### config.mk
export PLATFORM = sky130hd
export DESIGN_NAME = counter_clock_gate_frontend
export DESIGN_NICKNAME = d
export VERILOG_FILES = /design/src/common/ctr_gate_pkg.sv /design/src/hdl/counter_clock_gate_frontend.sv /design/src/hdl/ctr_channel.sv
export SDC_FILE = /design/constraint.sdc
export NUM_CORES = 1
export LEC_CHECK = 0
export ABC_AREA = 1
export BUFFER_PORTS_ARGS = -buffer_cell sky130_fd_sc_hd__buf_2
export CORE_ASPECT_RATIO = 2
export CORE_UTILIZATION = 48
export DETAILED_ROUTE_END_ITERATION = 8
export PLACE_DENSITY = 0.66
export SYNTH_ARGS = -nofsm -noshare
export SYNTH_HDL_FRONTEND = slang
export SYNTH_SLANG_ARGS = --single-unit
### constraint.sdc
create_clock -name clk_sys -period 5.3 [get_ports clk_sys]
set_clock_uncertainty 0.2 [all_clocks]
set_input_delay 0.265 -clock clk_sys [delete_from_list [all_inputs] [get_ports clk_sys]]
set_output_delay 0.265 -clock clk_sys [all_outputs]
set_load 0.02 [all_outputs]
### src/common/ctr_gate_pkg.sv
//==========================================================
// Contract
// - Two independent 32-bit counters, each own index.
// - Channel list returns low half then high.
// - Internal source paces counter and pulse output.
// - External source starts on clock rising edge.
// - Base clock divided by divider, minimum two.
// - Counter sampled once per acquisition tick.
// - Gate none enables on software start.
// - Low-level gate counts while gate low.
// - High-level gate counts while gate high.
// - Falling gate edge enables counter operation.
// - Rising gate edge enables counter operation.
// - Count rising edges, wrap to zero.
package ctr_gate_pkg;
    //==========================================================
    // Sizes and encodings.
    localparam int CTR_WIDTH = 32;             // Counter width.
    localparam int HALF_WIDTH = 16;            // Channel list word width.
    localparam int NUM_CTR = 2;                // Counter count.
    localparam int BASE_CLK_HZ = 48000000;     // Base counting clock.
    localparam logic [31:0] DIV_MIN = 32'h00000002; // Smallest divider.
    localparam logic [31:0] DIV_RESET = 32'h00000002; // Divider after reset.
    localparam logic [31:0] CTR_RESET = 32'h00000000; // Count after reset.

    // Gate types selected by software.
    typedef enum logic [2:0] {
        GATE_NONE = 3'b000,
        GATE_LOW = 3'b001,
        GATE_HIGH = 3'b010,
        GATE_FALL = 3'b011,
        GATE_RISE = 3'b100
    } gate_t;

    // Channel list read sequencer states.
    typedef enum logic [1:0] {
        RD_IDLE = 2'b00,
        RD_LOW = 2'b01,
        RD_HIGH = 2'b10
    } rd_state_t;
endpackage

### src/hdl/counter_clock_gate_frontend.sv
`timescale 1ns/100ps
`default_nettype none
// Two counters plus the channel-list reader that splits a count into halves.
module counter_clock_gate_frontend #(
    parameter int NUM = 2,
    parameter int WIDTH = 32
) (
    // Clock and reset.
    input wire logic clk_sys,
    input wire logic rst_b,
    // Per-counter configuration, packed by counter index.
    input wire logic [NUM-1:0] intClkSel,
    input wire logic [3*NUM-1:0] gateTypeSel,
    input wire logic [WIDTH*NUM-1:0] clkDivider,
    input wire logic [NUM-1:0] swStart,
    input wire logic [NUM-1:0] swStop,
    input wire logic [NUM-1:0] inList,
    // External wiring.
    input wire logic [NUM-1:0] extClk,
    input wire logic [NUM-1:0] extGate,
    output logic [NUM-1:0] pulseOut,
    output logic [NUM-1:0] ctrRunning,
    // Acquisition channel list.
    input wire logic sampleTick,
    output logic [ctr_gate_pkg::HALF_WIDTH-1:0] listData,
    output logic listValid,
    output logic listHigh,
    output logic [0:0] listIndex
);
    import ctr_gate_pkg::*;

    //==========================================================
    // Elaboration checks.
    // The reader below is written for exactly two channels whose counts
    // split into two list words each, so any other size is refused while
    // the design is built rather than giving a quietly wrong channel list.
    if (NUM != NUM_CTR || WIDTH != CTR_WIDTH) begin : gBadSize
        $error("Only two 32-bit counters are supported.");
    end

    //==========================================================
    // Counter channels, each with its own subsystem index.
    // Each channel is complete in itself: its own synchronisers, gate logic,
    // divider and counter. The two never share state, so starting, stopping
    // or reconfiguring one leaves the other untouched.
    // Limitation: the counts are never cleared except by reset, so a host
    // that wants a fresh measurement works with the difference of two
    // readings; the natural wrap keeps that difference right.
    logic [WIDTH-1:0] cnt [NUM]; // Live count of each channel.
    logic [NUM-1:0] pulseW, runW; // Pulse and armed bits straight from the channels.
    logic [NUM-1:0] pulse_r, run_r; // Output flops for the pulse and armed bits.
    genvar g; // Loop index of the channel generate block.
    generate
        // One pass per counter; the packed configuration buses are sliced
        // by the counter index.
        for (g = 0; g < NUM; g++) begin : gCh
            logic [WIDTH-1:0] divSafe; // Divider after the lower clamp.
            // Dividers below two are clamped to two.
            // A divider of one would give a period of a single cycle, too
            // short for the two toggles that each pulse period needs.
            assign divSafe = (clkDivider[g*WIDTH +: WIDTH] < WIDTH'(DIV_MIN)) ?
                WIDTH'(DIV_MIN) : clkDivider[g*WIDTH +: WIDTH];
            // Unused gate type codes fall into the channel's default branch
            // and never enable counting, so a stray value is harmless.
            ctr_channel #(.WIDTH(WIDTH)) uCh (
                .clk_sys(clk_sys),
                .rst_b(rst_b),
                .intClkSel(intClkSel[g]),
                .gateType(gate_t'(gateTypeSel[g*3 +: 3])),
                .clkDivider(divSafe),
                .swStart(swStart[g]),
                .swStop(swStop[g]),
                .extClk(extClk[g]),
                .extGate(extGate[g]),
                .count(cnt[g]),
                .pulseOut(pulseW[g]),
                .running(runW[g])
            );
        end
    endgenerate

    //==========================================================
    // Channel list reader state.
    rd_state_t st_r, st_nxt; // Where the reader stands in its word sequence.
    logic [WIDTH-1:0] snap_r, snap_nxt; // Captured counter value.
    logic [0:0] idx_r, idx_nxt; // Counter being emitted.
    logic [NUM-1:0] pend_r, pend_nxt; // Counters still owed this tick.
    logic [HALF_WIDTH-1:0] data_r, data_nxt; // List word on its way out.
    logic valid_r, valid_nxt; // A list word stands this cycle.
    logic high_r, high_nxt; // The standing word is the upper half.
    logic [0:0] lidx_r, lidx_nxt; // Counter that the standing word belongs to.

    //==========================================================
    // Channel list reader.
    // A tick snapshots listed counters in turn; each gives low then high.
    // A tick arriving mid-list is dropped, so the tick rate must leave
    // two cycles per listed counter plus one idle cycle.
    // A refused tick gives no sign of its own; the host sees it only as a
    // missing list, which is why the tick spacing is left to the pacing.
    // Both halves come from one snapshot, so a carry out of the lower half
    // between the two words can never tear the value that the host sees.
    // The price is one cycle of latency before the first word.

    // Timing of one list, counted from the edge that takes the tick: one
    // edge later the reader is in its low state, two edges later the low
    // word stands for one cycle and three edges later the high word. With
    // both counters listed, counter one follows at four and five edges.
    // Counter one is captured when its own low state begins, so its value
    // is two cycles younger than that of counter zero.
    always_comb begin
        // Hold the state by default; the word strobes are single pulses.
        st_nxt = st_r;
        snap_nxt = snap_r;
        idx_nxt = idx_r;
        pend_nxt = pend_r;
        data_nxt = data_r;
        valid_nxt = 1'b0;
        high_nxt = 1'b0;
        lidx_nxt = lidx_r;
        case (st_r)
            RD_IDLE: begin
                // Only a tick with at least one listed counter starts a list.
                if (sampleTick && inList != '0) begin
                    pend_nxt = inList;
                    // The lowest listed counter goes first.
                    idx_nxt = inList[0] ? 1'b0 : 1'b1;
                    snap_nxt = inList[0] ? cnt[0] : cnt[1];
                    st_nxt = RD_LOW;
                end
            end

            RD_LOW: begin
                // First entry: the lower half of the snapshot.
                data_nxt = snap_r[HALF_WIDTH-1:0];
                valid_nxt = 1'b1;
                // The counter index travels with the word for the host.
                lidx_nxt = idx_r;
                st_nxt = RD_HIGH;
            end

            RD_HIGH: begin
                // Second entry: the upper half of the same snapshot.
                data_nxt = snap_r[WIDTH-1:HALF_WIDTH];
                valid_nxt = 1'b1;
                high_nxt = 1'b1;
                lidx_nxt = idx_r;
                // The counter just finished is no longer owed.
                pend_nxt = pend_r & ~(2'b01 << idx_r);
                if (idx_r == 1'b0 && pend_r[1]) begin
                    // Counter one is still owed: capture it and go on.
                    idx_nxt = 1'b1;
                    snap_nxt = cnt[1];
                    st_nxt = RD_LOW;
                end else begin
                    // Nothing is left for this tick; wait for the next.
                    st_nxt = RD_IDLE;
                end
            end

            default: begin
                // An unused state code returns to idle.
                st_nxt = RD_IDLE;
            end
        endcase
    end

    //==========================================================
    // Register stage for the reader and the output flops.
    // Reset is synchronous; every flop returns to a quiet idle value so
    // that no list word and no pulse edge leaks out just after release.
    always_ff @(posedge clk_sys) begin
        if (!rst_b) begin
            // Reset: idle reader, nothing owed, every output low.
            st_r <= RD_IDLE;
            snap_r <= WIDTH'(CTR_RESET);
            idx_r <= 1'b0;
            pend_r <= '0;
            data_r <= '0;
            valid_r <= 1'b0;
            high_r <= 1'b0;
            lidx_r <= 1'b0;
            pulse_r <= '0;
            run_r <= '0;
        end else begin
            // Normal operation: every register takes its next value.
            st_r <= st_nxt;
            snap_r <= snap_nxt;
            idx_r <= idx_nxt;
            pend_r <= pend_nxt;
            data_r <= data_nxt;
            valid_r <= valid_nxt;
            high_r <= high_nxt;
            lidx_r <= lidx_nxt;
            // The pulse and armed bits pass one more flop, so that every
            // output of the block comes straight from a register here.
            pulse_r <= pulseW;
            run_r <= runW;
        end
    end

    //==========================================================
    // Outputs.
    // Pulse output and armed state lag the channel by one cycle; the
    // list outputs are the reader's own flops.
    assign pulseOut = pulse_r;
    assign ctrRunning = run_r;
    assign listData = data_r;
    assign listValid = valid_r;
    assign listHigh = high_r;
    assign listIndex = lidx_r;
endmodule
`default_nettype wire

### src/hdl/ctr_channel.sv
`timescale 1ns/100ps
`default_nettype none
// One counter channel: synchroniser, gate logic, divider, counter.
module ctr_channel #(
    parameter int WIDTH = 32
) (
    // Clock and reset.
    input wire logic clk_sys,
    input wire logic rst_b,
    // Configuration.
    input wire logic intClkSel,
    input wire ctr_gate_pkg::gate_t gateType,
    input wire logic [WIDTH-1:0] clkDivider,
    input wire logic swStart,
    input wire logic swStop,
    // External signals.
    input wire logic extClk,
    input wire logic extGate,
    // Results.
    output logic [WIDTH-1:0] count,
    output logic pulseOut,
    output logic running
);
    import ctr_gate_pkg::*;

    // A counter narrower than two bits cannot hold the smallest divider.
    if (WIDTH < 2) begin : gBadWidth
        $error("Counter width must be at least two bits.");
    end

    //==========================================================
    // State.
    logic clkMeta_r, clkSync_r, clkPrev_r;   // External clock sync chain.
    logic gateMeta_r, gateSync_r, gatePrev_r; // Gate sync chain.
    logic armed_r, armed_nxt;                // Software start seen.
    logic enabled_r, enabled_nxt;            // Edge-gate latch.
    logic [WIDTH-1:0] divCnt_r, divCnt_nxt;  // Divider phase.
    logic [WIDTH-1:0] count_r, count_nxt;    // The counter itself.
    logic pulse_r, pulse_nxt;                // Pulse output toggle.
    logic tick;                              // One counting event.
    logic gateOk;                            // Gate lets counting run.
    logic [WIDTH-1:0] halfDiv;               // Half period for the pulse.

    // Edge and level logic reads only second and third stages.
    always_comb begin
        halfDiv = clkDivider >> 1;
        armed_nxt = (armed_r | swStart) & ~swStop;
        enabled_nxt = enabled_r;
        gateOk = 1'b0;
        case (gateType)
            GATE_NONE: gateOk = armed_r;
            GATE_LOW: gateOk = armed_r & ~gateSync_r;
            GATE_HIGH: gateOk = armed_r & gateSync_r;
            GATE_FALL: begin
                if (armed_r && gatePrev_r && !gateSync_r) begin
                    enabled_nxt = 1'b1;
                end
                gateOk = enabled_r;
            end
            GATE_RISE: begin
                if (armed_r && !gatePrev_r && gateSync_r) begin
                    enabled_nxt = 1'b1;
                end
                gateOk = enabled_r;
            end
            default: gateOk = 1'b0;
        endcase
        if (!armed_nxt) begin
            enabled_nxt = 1'b0;
        end
        // Divider runs always so the pulse output keeps its rate.
        divCnt_nxt = divCnt_r + {{(WIDTH-1){1'b0}}, 1'b1};
        pulse_nxt = pulse_r;
        if (divCnt_r >= clkDivider - {{(WIDTH-1){1'b0}}, 1'b1}) begin
            divCnt_nxt = '0;
        end
        if (intClkSel) begin
            // Pulse toggles at half and full period.
            if (divCnt_r == '0 || divCnt_r == halfDiv) begin
                pulse_nxt = ~pulse_r;
            end
            tick = (divCnt_r == '0);
        end else begin
            // Only a synchronised rising edge counts.
            tick = clkSync_r & ~clkPrev_r;
        end
        // Natural wrap to zero after the full range.
        count_nxt = (tick && gateOk) ? count_r + {{(WIDTH-1){1'b0}}, 1'b1} : count_r;
    end

    // Register stage; synchronisers included.
    always_ff @(posedge clk_sys) begin
        if (!rst_b) begin
            clkMeta_r <= 1'b0;
            clkSync_r <= 1'b0;
            clkPrev_r <= 1'b0;
            gateMeta_r <= 1'b0;
            gateSync_r <= 1'b0;
            gatePrev_r <= 1'b0;
            armed_r <= 1'b0;
            enabled_r <= 1'b0;
            divCnt_r <= '0;
            count_r <= '0;
            pulse_r <= 1'b0;
        end else begin
            clkMeta_r <= extClk;
            clkSync_r <= clkMeta_r;
            clkPrev_r <= clkSync_r;
            gateMeta_r <= extGate;
            gateSync_r <= gateMeta_r;
            gatePrev_r <= gateSync_r;
            armed_r <= armed_nxt;
            enabled_r <= enabled_nxt;
            divCnt_r <= divCnt_nxt;
            count_r <= count_nxt;
            pulse_r <= pulse_nxt;
        end
    end

    assign count = count_r;
    assign pulseOut = pulse_r;
    assign running = armed_r;
endmodule
`default_nettype wire
==> results of run 1 <==
[area by class of cell]
class / count / share of cell area, %
Multi-Input combinational cell: 1560 / 55.3
Tap cell: 356 / 2.88
Inverter: 264 / 6.40
Clock buffer: 26 / 3.57
Sequential cell: 205 / 26.5
Clock inverter: 9 / 0.735
Timing Repair Buffer: 126 / 4.64
[registers in the layout, summed over array words and instances, names as in the netlist, 16 cells and up]
register	count
gCh.uCh.count	64
gCh.uCh.divCnt_r	64
listData	16
snap_r	32
[power by group]
group	total (mW)	internal [mW]	switching [mW]	leakage, nW
Clock	1.48	0.842	0.637	0.331
Combinational	1.03	0.323	0.705	4.38
Sequential	1.87	1.75	0.114	1.67
[layer usage]
layer	wire length [microns]	share of wire, %	global-route usage, %	up-vias
li1	-	-	-	7007
met1	15700	35	29.5	6435
met2	24000	54	57.6	378
met3	1510	3.4	2.82	144
met4	3120	7.0	20.0	2
met5	11	0.025	0	-
[worst min-delay path: stages]
cell,delay (ps)
buf_2,100
o21ai_1,70
nand2_1,80
nand2_1,70
a21oi_1,60
[final timing paths]
path | start | end | slack, ps
min | sampleTick | st_r[0] | -7
max | clkDivider[26] | gCh[0].uCh.divCnt_r[21] | 1240
min reg2reg | gCh[0].uCh.gateMeta_r | gCh[0].uCh.gateSync_r | 220
max reg2reg | st_r[0] | snap_r[3] | 1860
[metrics by stage]
step	worst slack [ps]	hold WS (ps)	power, mW	util (%)	instances
6_report	1240	-6.85	4.37	54.7	2546
5_1_grt	814	8.93	4.60	54.7	2546
4_1_cts	1210	0.934	4.41	54.7	2546
3_5_place_dp	698	215	2.91	52.0	2500
3_3_place_gp	918	196	2.90	52.0	2500
2_1_floorplan	1480	150	2.56	-	2096
[cells by family (layout without fill, tap and decap cells)]
group                    count (synthesis)  in the layout  synth area share [%]
AND/OR/NAND/NOR                       1018           1018                  32.4
buffers and inverters                  331            425                  9.07
AO/OA/AOI/OAI                          301            301                  11.8
flip-flops                             205            205                  29.5
XOR/XNOR                               165            165                  10.4
adder cells (fa/ha/maj)                 76             76                  6.83
[cell usage in the layout (no fill, tap or decap), drive strengths merged, types with 4 or more instances in the layout]
| cell type | Yosys | routed |
|---|---|---|
| o21ai | 85 | 85 |
| nor3b | 8 | 8 |
| o22ai | 16 | 16 |
| nor2 | 257 | 257 |
| clkinv | 1 | 6 |
| clkbuf | 54 | 26 |
| dfxtp | 205 | 205 |
| or2 | 4 | 4 |
| inv | 263 | 265 |
| buf | 13 | 115 |
| xnor2 | 37 | 37 |
| ha | 76 | 76 |
| nor4 | 36 | 36 |
| a31oi | 38 | 38 |
| nand4 | 55 | 55 |
| dlygate4sd3 | 0 | 11 |
| nand3 | 92 | 92 |
| nor3 | 87 | 87 |
| nand2 | 475 | 475 |
| a21oi | 139 | 139 |
| xor2 | 128 | 128 |
[timing repair]
action                                  in CTS  in global routing
endpoints found under the setup margin       0                  0
resized for setup                            0                  0
hold endpoints to repair                    11                  0
hold buffers                                11                  0
[synth_stat cells, types with 4 or more instances]
library cell / instances
o21ai_1: 5
a21oi_1: 139
inv_2: 4
xnor2_1: 37
buf_2: 10
nor3b_1: 8
o22ai_1: 16
nand2_2: 4
nand2_1: 471
dfxtp_1: 205
nand4_1: 52
o21ai_0: 80
inv_1: 259
ha_1: 76
nand3_1: 87
nor2_2: 9
nor2_4: 5
nor3_1: 83
nor2_1: 243
nor4_1: 33
a31oi_1: 38
xor2_1: 128
nand3_2: 5
clkbuf_1: 51
==> qor.csv, run 1 <==
metric,value,unit
PD cells,282,nW/um^2
GR Util All Layers,30.1,%
maximum achievable frequency,246,MHz
fillcell total,2937,
Syn Area/Cell,6.64,sq um
Worst EP arrival,4230,ps
VDD IR-drop max,0.000497,V
final RePlAce weighted congestion,0.991,
"Reg clk slew, reported paths",60,ps
Synthesized Nets,2257,
Critical Path RT,5470,ps
hold depth,5,
Final #Nets,2338,
"EDFF count, synth",0,
Synth async-reset ratio,0,%
Root Driver,clkbuf_16,
TritonCTS clock tree,built,
Area after DPL,14700,sq um
setup_tns,0,ps
Least-Margin Pin Slew,1060,ps
critical path's top delay family,simple AND/OR/NAND/NOR gates,
Syn. warnings,0,
slowest CP cell,nor4_1,
share of the synthesized area in the top cell type,29.5,%
Crit path buffers/inverters,4,
vias in the first global route,13800,
die area,29700,sq um
max-slew violations,0,
register area,4100,sq um
synthesized flop and latch total,205,
cell count after synthesis,2096,
CP Cell Sequence,"buf_2, nor2_1, nand2_1, nor2_1, nand2_1, inv_1, nand2_1, nand2_1, ha_1, nand2_1, nor2_1, nand2_1, inv_1, nand4_2, nor4_4, nand4_1, xor2_1, ha_1, nand4_1, nor4_1, nand4_1, nand4_1, buf_4, nor2_1",
final instance area,15500,sq um
Post-DP HPWL,35100,microns
Die X,122,microns
Hold Crit Class,in -> reg,
Final Cycle Share,76.6,%
antenna cells,0,
CP Capture Type,flip-flop,
Worst setup SP type,input pin,
post-route ant nets,0,
largest net degree at the start of global routing,67,
Area Growth Syn to Fin,11.3,%
status,"complete, but fails checks",
maximum fanout along the worst path,32,
via count of the routed design,14000,
antenna violations before repair,1,
Slew Limit Headroom,29.2,%
port bufs,107,
WP depth,24,
Core Area,28300,sq um
setup violators final,0,
CTS Sinks,205,
Setup Buffers After CTS,0,
Ports,108,
Initial Util,49.2,%
unrepaired setup endpoints after global routing,no,
kind of critical path,in -> reg,
area of the multi-input gates,8560,sq um
Worst Hold Margin,-6.85,ps
"Largest stage delay, worst path",400,ps
Routed WL per cell,17.4,microns
post-DR vias/cell,5.49,
Mapped Area,13900,sq um
Pleak,6.38,nW
drt drc,0,
post-synth cell types,50,
GR Overflow Total,0,
"area leader, netlist",dfxtp_1,
layout cells sized above 1,8.68,%
Iteration-0 DRC Markers,690,
endpoints failing hold,1,
Die Ht,243,microns
worst r2r path cells,7,
sequential share of the synthesized area,29.5,%
first-pass GRT wire length,70100,microns
min Tclk post-route,4060,ps
Crit path top cell by count,nand2_1,
max_cap viols,0,
final wirelength,44200,microns
# H-tree levels,1,
total CTS buffers,20,
Pre-antenna DRT Iters,6,
FP Rows,87,
violated checks,negative hold slack,
Max clock buf depth,3,
Area contributors post-synth,"dfxtp_1 29%, nand2_1 13%, xor2_1 8.1%, inv_1 7.0%, ha_1 6.8%",
clock latency on the worst-skew pair,520,ps
ys flop type,dfxtp_1,
Power figures use the tool's default switching activity.
==> run 2, diff against run 1 <==
- clock period: 5.3 -> 4.25 ns (I/O delays scaled with it)
==> run 2 against run 1 <==
Against the previous run:
- the run now ends clean
- final cell count grew 0.71%
- sequential cell count unchanged
- power increased by 30%
- design area increased by 1.5%
- non-clock buffer count grew 16
- register-to-register slack got worse by 580 ps
- combinational power grew 26%
- count of clock-buffer cells in the layout is 2 lower
- largest power group unchanged
==> qor.csv, run 2 (synthesis gave the netlist of run 1 again) <==
metric,value,unit,change
# H-tree levels,1,,unchanged
Final #Nets,2355,,+0.73%
CP Capture Type,flip-flop,,
Routed WL per cell,17.4,microns,+0.28%
critical path's top delay family,simple AND/OR/NAND/NOR gates,,
max-slew violations,0,,unchanged
register area,4100,sq um,unchanged
Worst EP arrival,3970,ps,-260 ps
unrepaired setup endpoints after global routing,no,,
post-route ant nets,0,,unchanged
Post-DP HPWL,34900,microns,-0.56%
setup violators final,0,,unchanged
"Reg clk slew, reported paths",70,ps,about the same
first-pass GRT wire length,70500,microns,+0.62%
maximum achievable frequency,265,MHz,
total CTS buffers,21,,+5.0%
kind of critical path,in -> reg,,
Crit path top cell by count,nand2_1,,
hold depth,3,,-2
CTS Sinks,205,,unchanged
Critical Path RT,4450,ps,-1020 ps
via count of the routed design,14100,,+1.2%
R2R setup slack,1280,ps,-580 ps
Setup Buffers After CTS,0,,unchanged
Initial Util,49.2,%,unchanged
WP depth,24,,unchanged
die area,29700,sq um,unchanged
setup_tns,0,ps,unchanged
Ports,108,,unchanged
RR Startpoint,gCh[0].uCh.divCnt_r[0],,
Power Total,5.70,mW,+30%
Die X,122,microns,unchanged
port bufs,107,,unchanged
Crit path buffers/inverters,4,,unchanged
endpoints failing hold,0,,-1
GR Overflow Total,0,,unchanged
Die Ht,243,microns,unchanged
Core Area,28300,sq um,unchanged
Worst setup SP type,input pin,,
Max clock buf depth,3,,unchanged
layout cells sized above 1,9.47,%,+0.79 points
worst r2r path cells,12,,+5
largest net degree at the start of global routing,67,,unchanged
"Largest stage delay, worst path",400,ps,about the same
Area after DPL,14800,sq um,+0.85%
Least-Margin Pin Slew,992,ps,-69.0 ps
Pre-antenna DRT Iters,6,,unchanged
final wirelength,44700,microns,+0.99%
clock latency on the worst-skew pair,540,ps,+20 ps
TritonCTS clock tree,built,,
Root Driver,clkbuf_16,,
"worst slack, placed",-81.3,ps,-779 ps
PD cells,363,nW/um^2,+29%
"commonest non-fill, non-tap cell in the layout",nand2_1,,
final core occ,55.5,%,+0.81 points
fillcell total,2894,,-1.5%
Iteration-0 DRC Markers,701,,+1.6%
antenna violations before repair,0,,-1
final instance area,15700,sq um,+1.5%
min Tclk post-route,3770,ps,
Crit. Startpoint,clkDivider[14],,
antenna cells,0,,unchanged
GR Util All Layers,30.4,%,+0.23 points
Slew Limit Headroom,33.7,%,+4.5 points
max_cap viols,0,,unchanged
maximum fanout along the worst path,32,,unchanged
area of the multi-input gates,8570,sq um,about the same
vias in the first global route,13900,,+0.57%
CP Cell Sequence,"buf_2, nor2_1, nand2_1, nor2_1, nand2_1, inv_1, nand2_1, nand2_1, ha_1, nand2_1, nor2_1, nand2_1, inv_1, nand4_2, nor4_4, nand4_1, xor2_1, ha_1, nand4_1, nor4_1, nand4_1, nand4_1, buf_12, nor3b_1",,
slowest CP cell,nor4_1,,
drt drc,0,,unchanged
Area Growth Syn to Fin,12.9,%,
Final Cycle Share,88.6,%,
final RePlAce weighted congestion,1.05,,+5.8%
Pleak,6.50,nW,+2.0%
status,finished clean,,
Setup WS post-layout,483,ps,-760 ps
Hold Path Origin,rst_b,,
Hold Crit Class,in -> reg,,
VDD IR-drop max,0.000533,V,+7.1%
FP Rows,87,,unchanged
post-DR vias/cell,5.51,,+0.46%
most frequent cells in the layout,"471 x nand2_1, 259 x inv_1, 243 x nor2_1",,
==> run 2: final cells by class <==
class	instances	area share [%]
flip-flops and latches	205	26.1
inverters	264	6.30
clock inverters	13	1.30
repair buffers	142	5.43
well taps	356	2.83
multi-input cells	1560	54.5
clock buffers	24	3.54
==> run 2: through the flow <==
stage | cells | hold slack, ps
4_1_cts | 2564 | 51.9
2_1_floorplan | 2096 | 97.8
6_report | 2564 | 67.7
3_3_place_gp | 2515 | 192
3_5_place_dp | 2515 | 201
5_1_grt | 2564 | 94.0
==> run 2: repair_timing <==
| item | in CTS | in global routing |
|---|---|---|
| resized for setup | 0 | 1 |
| endpoints found under the hold margin | 13 | 0 |
| endpoints found under the setup margin | 0 | 17 |
| hold buffers | 12 | 0 |
==> run 2: worst paths after layout <==
kind / to
worst max-delay path: gCh[0].uCh.divCnt_r[10]
worst max register to register: gCh[0].uCh.count[5]
worst min register to register: gCh[0].uCh.gateSync_r
worst min-delay path: pulseOut[1]
==> run 2: power breakdown <==
part / leakage, nW / total [mW] / switching [mW] / internal (mW)
sequential: 1.67 / 2.33 / 0.142 / 2.19
combinational: 4.47 / 1.30 / 0.887 / 0.413
clock: 0.374 / 2.08 / 0.826 / 1.25
total: 6.50 / 5.70 / 1.86 / 3.85
==> run 2: metal layers <==
| layer | track usage (%) | up-vias | part of all wire [%] |
|---|---|---|---|
| met1 | 29.4 | 6487 | 35 |
| met3 | 3.48 | 194 | 3.8 |
| met4 | 22.3 | 0 | 8.1 |
| met5 | 0 | - | 0 |
| li1 | - | 7042 | - |
| met2 | 57.0 | 406 | 53 |
==> run 2: worst min-delay path: stages <==
cell and delay (ps):
buf_2 330, nand2_1 170, inv_1 30
